### config.mk
export PLATFORM = sky130hd
export DESIGN_NAME = cram_msg_engine
export DESIGN_NICKNAME = d
export VERILOG_FILES = /design/src/core/cram_pkg.sv /design/src/core/cram_reply_ser.sv /design/src/core/cram_msg_engine.sv
export SDC_FILE = /design/constraint.sdc
export NUM_CORES = 1
export LEC_CHECK = 0
export BUFFER_PORTS_ARGS = -buffer_cell sky130_fd_sc_hd__buf_2
export CAP_MARGIN = 10
export CORE_MARGIN = 4
export CORE_UTILIZATION = 48
export CTS_BUF_LIST = sky130_fd_sc_hd__clkbuf_2
export CTS_CLUSTER_SIZE = 24
export DETAILED_ROUTE_END_ITERATION = 6
export PLACE_DENSITY_LB_ADDON = 0.25
export SLEW_MARGIN = 20
export SYNTH_ARGS = -nofsm -noshare
export SYNTH_HDL_FRONTEND = slang
export SYNTH_SLANG_ARGS = --single-unit
### constraint.sdc
create_clock -name clk -period 2.8 [get_ports clk]
set_input_delay 0.42 -clock clk [delete_from_list [all_inputs] [get_ports clk]]
set_output_delay 0.42 -clock clk [all_outputs]
set_load 0.03 [all_outputs]
### src/core/cram_pkg.sv
package cram_pkg;
   // message tokens, control flag in bit 8
   localparam logic [7:0]  CT_CFG_WR   = 8'hC0;
   localparam logic [7:0]  CT_CFG_RD   = 8'hC1;
   localparam logic [7:0]  CT_PER_WR   = 8'h24;
   localparam logic [7:0]  CT_PER_RD   = 8'h25;
   localparam logic [7:0]  CT_ACK      = 8'h03;
   localparam logic [7:0]  CT_NACK     = 8'h04;
   localparam logic [7:0]  CT_END      = 8'h01;
   // destination low patterns
   localparam logic [15:0] TILE_LOW    = 16'hC20C;
   localparam logic [15:0] NODE_LOW    = 16'hC30C;
   localparam logic [7:0]  PERI_LOW    = 8'h02;
   localparam logic [7:0]  PS_LOW      = 8'h0B;
   localparam logic [7:0]  RET_QUIET   = 8'hFF;
   // byte counts, minus one where used as a last index
   localparam logic [2:0]  RET_LAST    = 3'h2;
   localparam logic [2:0]  CFG_REG_LAST = 3'h1;
   localparam logic [2:0]  WORD_BYTES  = 3'h4;

   typedef enum logic [3:0] {
      ST_IDLE  = 4'h0,
      ST_RET   = 4'h1,
      ST_REG   = 4'h3,
      ST_SIZE  = 4'h2,
      ST_DATA  = 4'h6,
      ST_ENDT  = 4'h7,
      ST_ACC   = 4'h5,
      ST_RPLY  = 4'h4,
      ST_DRAIN = 4'hC
   } cram_state_t;

   typedef enum logic [2:0] {
      SP_NONE = 3'h0,
      SP_TILE = 3'h1,
      SP_NODE = 3'h2,
      SP_PERI = 3'h3,
      SP_PS   = 3'h4
   } cram_space_t;

   function automatic logic [31:0] ps_resource_id(input logic [7:0] num);
      return {16'h0000, num, PS_LOW};
   endfunction : ps_resource_id
endpackage : cram_pkg

### src/core/cram_reply_ser.sv
`timescale 1ns/10ps
module cram_reply_ser (
   input  wire logic        clk,
   input  wire logic        rstn,
   input  wire logic        start,
   input  wire logic        ok,
   input  wire logic [2:0]  nbytes,
   input  wire logic [31:0] data,
   input  wire logic        out_ready,
   output logic             out_valid,
   output logic [8:0]       out_tok
);
   logic [31:0] data_reg;
   logic [2:0]  cnt_reg;
   logic        end_reg;
   logic        out_valid_reg;
   logic [8:0]  out_tok_reg;
   logic        accept;
   logic [31:0] aligned;

   assign accept    = out_valid_reg && out_ready;
   // low bytes move to the top so bytes leave most significant first
   assign aligned   = data << {3'h4 - nbytes, 3'h0};
   assign out_valid = out_valid_reg;
   assign out_tok   = out_tok_reg;

   always_ff @(posedge clk)
   begin
      if (!rstn)
      begin
         data_reg      <= 32'h0000_0000;
         cnt_reg       <= 3'h0;
         end_reg       <= 1'b0;
         out_valid_reg <= 1'b0;
         out_tok_reg   <= 9'h000;
      end
      else if (start)
      begin
         out_valid_reg <= 1'b1;
         out_tok_reg   <= {1'b1, ok ? cram_pkg::CT_ACK : cram_pkg::CT_NACK};
         cnt_reg       <= nbytes;
         data_reg      <= aligned;
         end_reg       <= 1'b1;
      end
      else if (accept)
      begin
         if (cnt_reg != 3'h0)
         begin
            out_tok_reg <= {1'b0, data_reg[31:24]};
            data_reg    <= {data_reg[23:0], 8'h00};
            cnt_reg     <= cnt_reg - 3'h1;
         end
         else if (end_reg)
         begin
            out_tok_reg <= {1'b1, cram_pkg::CT_END};
            end_reg     <= 1'b0;
         end
         else
         begin
            out_valid_reg <= 1'b0;
         end
      end
   end
endmodule : cram_reply_ser

### src/core/cram_msg_engine.sv
// Contract
// - write with return low byte all ones: no reply
// - multi-byte fields go most significant first
// - status read and write move whole words
// - config write: 192, return, reg, data, 1
// - config read: 193, return, reg, 1
// - peripheral: 36, return, reg, size, data, 1; 37, return, reg, size, 1
// - write reply: 3,1 success; 4,1 failure
// - config read reply: 3, word, 1
// - peripheral read reply: 3, size bytes, 1
`timescale 1ns/10ps
module cram_msg_engine #(
   parameter int MAX_PER_BYTES = 4
) (
   input  wire logic          clk,
   input  wire logic          rstn,
   input  wire logic          in_valid,
   input  wire logic [8:0]    in_tok,
   input  wire logic [31:0]   in_dest,
   output logic               in_ready,
   output logic               out_valid,
   output logic [8:0]         out_tok,
   output logic [23:0]        out_ret,
   input  wire logic          out_ready,
   output logic               reg_req,
   output cram_pkg::cram_space_t reg_space,
   output logic               reg_wr,
   output logic [15:0]        reg_addr,
   output logic [7:0]         reg_periph,
   output logic [2:0]         reg_size,
   output logic [31:0]        reg_wdata,
   input  wire logic          reg_ack,
   input  wire logic          reg_ok,
   input  wire logic [31:0]   reg_rdata,
   input  wire logic          ps_req,
   input  wire logic          ps_wr,
   input  wire logic [31:0]   ps_resid,
   input  wire logic [31:0]   ps_wdata,
   output logic               ps_done,
   output logic               ps_ok,
   output logic [31:0]        ps_rdata
);
   if (MAX_PER_BYTES < 1 || MAX_PER_BYTES > 4)
   begin : g_bad_width
      $error("MAX_PER_BYTES must lie in 1..4");
   end

   localparam logic [7:0] MAXB = 8'(MAX_PER_BYTES);

   cram_pkg::cram_state_t state_reg, state_next;
   cram_pkg::cram_space_t space_reg, space_next;
   logic [23:0] ret_reg, ret_next, out_ret_reg;
   logic [15:0] addr_reg, addr_next;
   logic [31:0] wdata_reg, wdata_next, ps_rdata_reg;
   logic [7:0]  periph_reg, periph_next;
   logic [2:0]  cnt_reg, cnt_next, nb_reg, nb_next;
   logic        wr_reg, wr_next, err_reg, err_next, quiet_reg, quiet_next;
   logic        ps_mode_reg, ps_mode_next, reg_req_reg, in_ready_reg;
   logic        ps_done_reg, ps_ok_reg;

   logic       take, is_ctl, is_end, op_cfg, op_per, hdr_ok, size_bad;
   logic       dest_tile, dest_node, dest_peri, finish, res_ok, quiet_now;
   logic       ser_start, ps_take, ser_valid;
   logic [7:0] tb;
   logic [2:0] ser_nb;

   assign take      = in_valid && in_ready_reg;
   assign is_ctl    = in_tok[8];
   assign tb        = in_tok[7:0];
   assign is_end    = is_ctl && tb == cram_pkg::CT_END;
   assign dest_tile = in_dest[15:0] == cram_pkg::TILE_LOW;
   assign dest_node = in_dest[15:0] == cram_pkg::NODE_LOW;
   assign dest_peri = in_dest[7:0] == cram_pkg::PERI_LOW;
   assign op_cfg    = is_ctl && (tb == cram_pkg::CT_CFG_WR || tb == cram_pkg::CT_CFG_RD);
   assign op_per    = is_ctl && (tb == cram_pkg::CT_PER_WR || tb == cram_pkg::CT_PER_RD);
   assign hdr_ok    = (op_cfg && (dest_tile || dest_node)) || (op_per && dest_peri);
   assign size_bad  = tb == 8'h00 || tb > MAXB;
   assign finish    = state_reg == cram_pkg::ST_ACC && (err_reg || reg_ack);
   assign res_ok    = !err_reg && reg_ok;
   assign quiet_now = quiet_reg || (wr_reg && ret_reg[7:0] == cram_pkg::RET_QUIET);
   assign ser_start = finish && !ps_mode_reg && !quiet_now;
   assign ser_nb    = (res_ok && !wr_reg) ? nb_reg : 3'h0;
   // tokens win over a status access; the access waits for idle
   assign ps_take   = state_reg == cram_pkg::ST_IDLE && !take && ps_req;

   always_comb
   begin
      state_next   = state_reg;
      space_next   = space_reg;
      ret_next     = ret_reg;
      addr_next    = addr_reg;
      wdata_next   = wdata_reg;
      periph_next  = periph_reg;
      cnt_next     = cnt_reg;
      nb_next      = nb_reg;
      wr_next      = wr_reg;
      err_next     = err_reg;
      quiet_next   = quiet_reg;
      ps_mode_next = ps_mode_reg;
      case (state_reg)
         cram_pkg::ST_IDLE:
         begin
            cnt_next     = 3'h0;
            err_next     = 1'b0;
            quiet_next   = 1'b0;
            ps_mode_next = 1'b0;
            addr_next    = 16'h0000;
            wdata_next   = 32'h0000_0000;
            if (take && hdr_ok)
            begin
               state_next  = cram_pkg::ST_RET;
               wr_next     = tb == cram_pkg::CT_CFG_WR || tb == cram_pkg::CT_PER_WR;
               space_next  = op_per ? cram_pkg::SP_PERI :
                             dest_tile ? cram_pkg::SP_TILE : cram_pkg::SP_NODE;
               periph_next = in_dest[15:8];
               nb_next     = cram_pkg::WORD_BYTES;
            end
            else if (take && !is_end)
            begin
               // no return address known yet, so it can only be dropped
               state_next = cram_pkg::ST_DRAIN;
               err_next   = 1'b1;
               quiet_next = 1'b1;
            end
            else if (ps_take)
            begin
               state_next   = cram_pkg::ST_ACC;
               ps_mode_next = 1'b1;
               wr_next      = ps_wr;
               space_next   = cram_pkg::SP_PS;
               addr_next    = {8'h00, ps_resid[15:8]};
               wdata_next   = ps_wdata;
               nb_next      = cram_pkg::WORD_BYTES;
               err_next     = ps_resid != cram_pkg::ps_resource_id(ps_resid[15:8]);
            end
         end
         cram_pkg::ST_RET:
            if (take && is_ctl)
            begin
               state_next = cram_pkg::ST_DRAIN;
               err_next   = 1'b1;
               quiet_next = 1'b1;
            end
            else if (take)
            begin
               ret_next = {ret_reg[15:0], tb};
               cnt_next = cnt_reg + 3'h1;
               if (cnt_reg == cram_pkg::RET_LAST)
               begin
                  state_next = cram_pkg::ST_REG;
                  cnt_next   = 3'h0;
               end
            end
         cram_pkg::ST_REG:
            if (take && is_ctl)
            begin
               state_next = cram_pkg::ST_DRAIN;
               err_next   = 1'b1;
            end
            else if (take)
            begin
               addr_next = {addr_reg[7:0], tb};
               cnt_next  = cnt_reg + 3'h1;
               if (space_reg == cram_pkg::SP_PERI)
                  state_next = cram_pkg::ST_SIZE;
               else if (cnt_reg == cram_pkg::CFG_REG_LAST)
               begin
                  state_next = wr_reg ? cram_pkg::ST_DATA : cram_pkg::ST_ENDT;
                  cnt_next   = 3'h0;
               end
            end
         cram_pkg::ST_SIZE:
            if (take && is_ctl)
            begin
               state_next = cram_pkg::ST_DRAIN;
               err_next   = 1'b1;
            end
            else if (take)
            begin
               nb_next  = tb[2:0];
               cnt_next = 3'h0;
               err_next = size_bad;
               // a bad size leaves the data length unknown: skip to the end token
               if (wr_reg)
                  state_next = size_bad ? cram_pkg::ST_DRAIN : cram_pkg::ST_DATA;
               else
                  state_next = cram_pkg::ST_ENDT;
            end
         cram_pkg::ST_DATA:
            if (take && is_ctl)
            begin
               state_next = cram_pkg::ST_DRAIN;
               err_next   = 1'b1;
            end
            else if (take)
            begin
               wdata_next = {wdata_reg[23:0], tb};
               cnt_next   = cnt_reg + 3'h1;
               if (cnt_reg == nb_reg - 3'h1)
                  state_next = cram_pkg::ST_ENDT;
            end
         cram_pkg::ST_ENDT:
            if (take)
            begin
               state_next = is_end ? cram_pkg::ST_ACC : cram_pkg::ST_DRAIN;
               err_next   = err_reg || !is_end;
            end
         cram_pkg::ST_DRAIN:
            if (take && is_end)
               state_next = cram_pkg::ST_ACC;
         cram_pkg::ST_ACC:
            if (finish)
               state_next = ser_start ? cram_pkg::ST_RPLY : cram_pkg::ST_IDLE;
         cram_pkg::ST_RPLY:
            if (!ser_valid)
               state_next = cram_pkg::ST_IDLE;
         default:
            state_next = cram_pkg::ST_IDLE;
      endcase
   end

   always_ff @(posedge clk)
   begin
      if (!rstn)
      begin
         state_reg    <= cram_pkg::ST_IDLE;
         space_reg    <= cram_pkg::SP_NONE;
         ret_reg      <= 24'h00_0000;
         addr_reg     <= 16'h0000;
         wdata_reg    <= 32'h0000_0000;
         periph_reg   <= 8'h00;
         cnt_reg      <= 3'h0;
         nb_reg       <= 3'h0;
         wr_reg       <= 1'b0;
         err_reg      <= 1'b0;
         quiet_reg    <= 1'b0;
         ps_mode_reg  <= 1'b0;
      end
      else
      begin
         state_reg    <= state_next;
         space_reg    <= space_next;
         ret_reg      <= ret_next;
         addr_reg     <= addr_next;
         wdata_reg    <= wdata_next;
         periph_reg   <= periph_next;
         cnt_reg      <= cnt_next;
         nb_reg       <= nb_next;
         wr_reg       <= wr_next;
         err_reg      <= err_next;
         quiet_reg    <= quiet_next;
         ps_mode_reg  <= ps_mode_next;
      end
   end

   // request held until acknowledged; input stalls meanwhile
   always_ff @(posedge clk)
   begin
      if (!rstn)
      begin
         reg_req_reg  <= 1'b0;
         in_ready_reg <= 1'b0;
         out_ret_reg  <= 24'h00_0000;
         ps_done_reg  <= 1'b0;
         ps_ok_reg    <= 1'b0;
         ps_rdata_reg <= 32'h0000_0000;
      end
      else
      begin
         reg_req_reg  <= state_next == cram_pkg::ST_ACC && !err_next && !finish;
         in_ready_reg <= state_next != cram_pkg::ST_ACC && state_next != cram_pkg::ST_RPLY;
         out_ret_reg  <= ser_start ? ret_reg : out_ret_reg;
         ps_done_reg  <= finish && ps_mode_reg;
         ps_ok_reg    <= finish && ps_mode_reg ? res_ok : ps_ok_reg;
         ps_rdata_reg <= finish && ps_mode_reg ? reg_rdata : ps_rdata_reg;
      end
   end

   cram_reply_ser u_ser (
      .clk       (clk),
      .rstn      (rstn),
      .start     (ser_start),
      .ok        (res_ok),
      .nbytes    (ser_nb),
      .data      (reg_rdata),
      .out_ready (out_ready),
      .out_valid (ser_valid),
      .out_tok   (out_tok)
   );

   assign in_ready   = in_ready_reg;
   assign out_valid  = ser_valid;
   assign out_ret    = out_ret_reg;
   assign reg_req    = reg_req_reg;
   assign reg_space  = space_reg;
   assign reg_wr     = wr_reg;
   assign reg_addr   = addr_reg;
   assign reg_periph = periph_reg;
   assign reg_size   = nb_reg;
   assign reg_wdata  = wdata_reg;
   assign ps_done    = ps_done_reg;
   assign ps_ok      = ps_ok_reg;
   assign ps_rdata   = ps_rdata_reg;
endmodule : cram_msg_engine

---- Word-level counts from Yosys, hierarchy flattened ----
Index checks and enable logic that the tools add are counted.
storage, ports and cells
  register bits after elaboration ......... 203
  latch bits .............................. 0
  bits in writable memories ............... 0
  ROM bits ................................ 0
  input bits .............................. 145
  word-level logic and storage cells ...... 229
  memories kept ........................... 0
cells by class
  add/subtract/negate cells ............... 4
  $mul .................................... 0
  div/mod/pow operators ................... 0
  $lt $le $gt $ge ......................... 1
  equality and inequality tests ........... 39
  shifts and indexed selects .............. 1
  mux-type cells .......................... 95
  bitwise operators ....................... 1
  reductions and logical operators ........ 65
operators by type and width
  kind                    count
  $mux W32                8
  $mux W4                 22
  $mux W3                 23
  $pmux W32 S2            1
  $mux W9                 4
  $pmux W4 S9             1
  $eq A16 B16 Y1 const B  2
  $mux W16                2
  $pmux W16 S2            1
  $shl A32 B6 Y32         1
  $eq A8 B8 Y1 const B    3
  $mux W1                 24
  $mux W8                 3
  $ne A2 B2 Y1 const B    12
  $ne A24 B4 Y1 const B   1
  $logic_and A1 B1 Y1     23
  $eq A4 B3 Y1 const B    5
  $eq A8 B6 Y1 const B    2
  $pmux W3 S5             1
  $reduce_and A3 Y1       5
  $reduce_bool A2 Y1      7
  $reduce_and A2 Y1       5
  $logic_or A1 B1 Y1      9
  $reduce_and A9 Y1       1
  other kinds (27)        40

---- Depth between registers and ports, before layout ----
  depth after elaboration ................. 11
  gate-level depth with buffers ........... 13
  gate-level depth less buffers ........... 9

---- By module ----
Synthesis repeated with hierarchy kept, for this count alone.
second synthesis, totals
  cell total of the unflattened synthesis .. 1056
  area total of the unflattened synthesis .. 9339.0 um2
modules (own cells, without submodules)
  module           instances  cells each  area an instance (um2)  sequential area each (um2)
  cram_msg_engine  1          800         6895.4                  3143.0
  cram_reply_ser   1          256         2443.6                  920.9

---- Worst setup path after synthesis ----
Ideal clock, no wire load.
  path kind ............................... reg2reg
  start point ............................. reg nb_reg[0] (netlist: reg_size[0])
  end point ............................... reg u_ser.data_reg[0]
  library setup time ...................... 64 ps
  arrival time ............................ 3078 ps
  required time ........................... 2736 ps
  slack ................................... -342 ps
  cell stages (with the launch flop) ...... 12
  buffers on the path ..................... 4
  clock period less this slack ............ 3142 ps
  path through ............................ dfxtp_1 -> nor4bb_1 -> buf_4 -> buf_4 -> inv_1 -> ha_1 -> buf_1 -> or4_4 -> buf_6 -> nor2_8 -> a22oi_2 -> nor2_2
on the way
  word-level cells in the longest chain between the ends .. 4
RTL lines
  element                 line                    source
  from (decl)             cram_msg_engine.sv:56   logic [2:0] cnt_reg, cnt_next, nb_reg, nb_next;
  from (signal assigned)  cram_msg_engine.sv:248  nb_reg <= nb_next;
  $mux W3                 cram_msg_engine.sv:82   assign ser_nb = (res_ok && !wr_reg) ? nb_reg : 3'h0;
  $sub A3 B3 Y3           cram_reply_ser.sv:23    assign aligned = data << {3'h4 - nbytes, 3'h0};
  $shl A32 B6 Y32         cram_reply_ser.sv:23
  $mux W32                cram_reply_ser.sv:37    else if (start)
  to (signal assigned)    cram_reply_ser.sv:42    data_reg <= aligned;
  to (signal assigned)    cram_reply_ser.sv:50    data_reg <= {data_reg[23:0], 8'h00};
  to (decl)               cram_reply_ser.sv:13    logic [31:0] data_reg;
No other way between the ends.
A chain may end at the register's enable or synchronous reset.

---- Final worst setup path ----
  start point ............................. reg state_reg[2]
  end point ............................... reg wdata_reg[5] (netlist: reg_wdata[5])
on the way
  word-level cells in the longest chain between the ends .. 7
  elaborated cells on any way between the ends .. 12
RTL lines
  element                           line                                           source
  from (decl)                       cram_msg_engine.sv:50                          cram_pkg::cram_state_t state_reg, state_next;
  from (signal assigned)            cram_msg_engine.sv:226                         state_reg <= cram_pkg::ST_IDLE;
  from (signal assigned)            cram_msg_engine.sv:241                         state_reg <= state_next;
  $logic_not A4 Y1                  cram_msg_engine.sv:84, cram_msg_engine.sv:100
  $logic_and A1 B1 Y1 (2 in a row)  cram_msg_engine.sv:84                          assign ps_take = state_reg == cram_pkg::ST_IDLE && !take && ps_req;
  $mux W32                          cram_msg_engine.sv:125                         else if (ps_take)
  $mux W32                          cram_msg_engine.sv:118                         else if (take && !is_end)
  $mux W32                          cram_msg_engine.sv:109                         if (take && hdr_ok)
  $pmux W32 S2                      cram_msg_engine.sv:100                         case (state_reg)
  to (signal assigned)              cram_msg_engine.sv:245                         wdata_reg <= wdata_next;
  to (decl)                         cram_msg_engine.sv:54                          logic [31:0] wdata_reg, wdata_next, ps_rdata_reg;
Parallel ways exist; a longest one is shown, timed or not.

==> out/summary.txt <==
All-Layer GR Usage -> 25.91%
ANT nets after route -> 0
Boundary Pins -> 278
Peak Freq -> 377.4 MHz
Crit path top cell by count -> buf_4
switching power -> 3.345 mW
hold_ws -> 0.07235 ns
first-pass GRT wire length -> 46460 um
Seq cells post-synth -> 203
worst skew pair latency -> 0.79 ns
die area -> 21220 um^2
CTS tree -> done
maximum vdd ir drop -> 315.8 uV
Total Power -> 8.270 mW
vias per inst -> 5.575
GRT overflow -> 0
Max clock buf depth -> 3
Synth cell types -> 68
core region area -> 18640 um^2
H-tree depth -> 2
Detailed Route Iter0 Violations -> 697
cell-internal power -> 4.925 mW
Logic pwr share -> 33.9%
Clock Sinks -> 203
Die Wd -> 145.7 um
crit path DAT -> 3.36 ns
Largest stage delay, worst path -> 0.59 ns
CP Capture Type -> flip-flop
antenna violations before repair -> 3
Rows -> 50
area of the mapped netlist -> 9096 um^2
vias -> 9656
P per Cell Area -> 689.4 nW/um^2
status -> finished, final reports clean
fin nets -> 1612
starting density of the core -> 48.79%
vias in the first global route -> 9290
Wirelength per Cell -> 16.51 um
Lkg Pwr -> 5.028 nW
DRC -> 0
Setup Fix Bufs, Post-CTS -> 0
setup TNS -> 0 ns
Syn. warnings -> 0
I/O Buffers -> 261
Worst-Margin Slew -> 0.7682 ns
synthesized net count -> 1263
Post-Syn Instances -> 1111
CP max FO -> 33
final slew viol count -> 0
layout cells sized above 1 -> 27.98%
r2r setup slk -> 0.15 ns
crit path from -> state_reg[2]$_SDFF_PN0_
fin crit share -> 94.64%
pre-CTS WS -> 0.3857 ns
Hold Crit Depth -> 4
DR pass1 iterations -> 5
Setup violations, final -> 0
EDFF count, synth -> 0
Setup Crit Path Kind -> flip-flop to flip-flop
Max-Cap Viols -> 0
Worst R2R Path Depth -> 6
unrepaired setup endpoints after global routing -> no
R2R Path Start -> state_reg[2]$_SDFF_PN0_
final instance area -> 12000 um^2
skew final -> 0.05030 ns
most common flop cell mapped by yosys -> dfxtp_1
WP data required -> 3.51 ns
setup ws final -> 0.1501 ns
Fillers -> 1647
DRT Wirelength -> 28600 um
Switching Share -> 40.45%
TritonCTS Buffers -> 52
startpoint types -> flip-flop
Final Hold Fails -> 0
largest net degree at the start of global routing -> 90
sequential-to-total area share from yosys stat -> 44.68%
Seq pwr share -> 43.1%
CP cell instances -> nor4bb_4 -> buf_4 -> buf_4 -> a22oi_1 -> dlygate4sd3_1 -> a211oi_1
Root Driver -> clkbuf_2
HP Class -> primary input to flip-flop
Area Growth Syn to Fin -> 31.87%
CTS clk-pin slew, worst paths -> 0.10 ns
Min Clock Period, post-route -> 2.650 ns
r2r endpoint -> reg_wdata[5]$_SDFFE_PN0P_
power share of the clock group -> 23.0%
Relative slew margins -> 48.78%
Worst Setup EP -> reg_wdata[5]$_SDFFE_PN0P_
DP Area -> 10660 um^2
CP max stage cell -> dlygate4sd3_1
mean area per synthesized cell -> 8.187 um^2
async set or reset register ratio after synthesis -> 0%
Final GP Congestion -> 0.8916
Die Height -> 145.7 um
DP HPWL -> 18550 um
## how the worst min path moves through the flow
stage	end	startpoint	slack [ns]
floorplan	out_ret[16]$_SDFFE_PN0N_	ret_reg[16]$_SDFFE_PN0P_	0.43
global placement	reg_addr[12]$_SDFFE_PN0P_	reg_addr[12]$_SDFFE_PN0P_	0.44
detailed placement	reg_addr[12]$_SDFFE_PN0P_	reg_addr[12]$_SDFFE_PN0P_	0.44
CTS	ret_reg[7]$_SDFFE_PN0P_	in_tok[7]	0.003
global route	ret_reg[7]$_SDFFE_PN0P_	in_tok[7]	0.03
finish	ret_reg[7]$_SDFFE_PN0P_	in_tok[7]	0.07
## critical path: cells and delay by family, from the launching register on
family	cells	cell delay (ns)
buffers and inverters	3	1.13
AND/OR/NAND/NOR	1	0.57
AO/OA/AOI/OAI	2	0.37
flip-flops	1	0.51
## power groups by stage
stage / clock network [mW] / logic (mW) / registers [mW]
after CTS: 1.98 / 2.76 / 3.55
after detailed placement: 0 / 2.66 / 3.62
after floorplan: 0 / 1.34 / 4.10
after global placement: 0 / 2.62 / 3.62
final: 1.90 / 2.80 / 3.57
after global routing: 2.12 / 3.07 / 3.61
## synthesized netlist by cell type, types with 10 or more instances
cell type | count | area, um^2
nand2_1 | 213 | 799.5
clkbuf_1 | 66 | 247.7
mux2i_1 | 24 | 240.2
nor3_1 | 17 | 85.08
nand3_1 | 14 | 70.07
a221oi_1 | 10 | 87.58
a21oi_1 | 120 | 600.6
a211oi_1 | 38 | 285.3
dfxtp_1 | 203 | 4064
a22oi_1 | 39 | 292.8
inv_1 | 12 | 45.04
buf_2 | 11 | 55.05
nor2_1 | 92 | 345.3
o21ai_0 | 52 | 260.3
## cell usage in the layout, fill, tap and decap left out, drive strengths merged, types with 6 or more instances in the layout
cell / instances
a211o: 7
a211oi: 38
a21oi: 121
a221oi: 10
a22oi: 47
a32oi: 7
and2: 7
buf: 298
clkbuf: 77
clkinv: 10
dfxtp: 203
dlygate4sd3: 89
ha: 7
inv: 12
mux2i: 24
nand2: 213
nand2b: 6
nand3: 14
nand4: 8
nor2: 102
nor2b: 9
nor3: 17
nor4: 7
nor4bb: 8
o211a: 9
o211ai: 9
o21ai: 61
o221a: 7
## stage by stage
| stage | cells | utilization, % |
|---|---|---|
| global placement | 1551 | 57.16 |
| floorplan | 1111 | - |
| finish | 1732 | 64.34 |
| global route | 1731 | 64.33 |
| detailed placement | 1551 | 57.18 |
| CTS | 1728 | 64.27 |
## cells by family after synthesis
| family | count (synthesis) | share of synthesized area [%] |
|---|---|---|
| and+or+nand+nor | 423 | 21.43 |
| DFF | 203 | 44.68 |
| AOI/OAI and AO/OA | 343 | 24.77 |
| xor gates and xnor gates | 6 | 0.5778 |
| adders and majority gates | 7 | 0.9628 |
| muxes | 25 | 2.765 |
| buffers and inverters | 104 | 4.814 |
## routing by layer
layer  up-vias  share of wire [%]  track usage, %
met5         -                  0               0
met4         0                2.5           9.544
met3        68                7.4           6.104
met2       382                 47           42.10
met1      4497                 43           33.71
li1       4709                  -               -
## cell type report
type	count	area [um^2]	area share, %
Inverter	12	50.05	0.4172
Clock buffer	77	385.4	3.213
Clock inverter	11	45.04	0.3755
Antenna cell	4	10.01	0.08345
Timing Repair Buffer	387	2504	20.87
Multi-Input combinational cell	804	4642	38.70
Tap cell	234	292.8	2.441
Sequential cell	203	4066	33.90
## what timing repair did
| action | 4_1_cts | 5_1_grt |
|---|---|---|
| setup endpoints to repair | 0 | 1 |
| resized for setup | 0 | 1 |
| hold buffers | 89 | 0 |
| hold endpoints to repair | 105 | 0 |
Power figures use the tool's default switching activity.
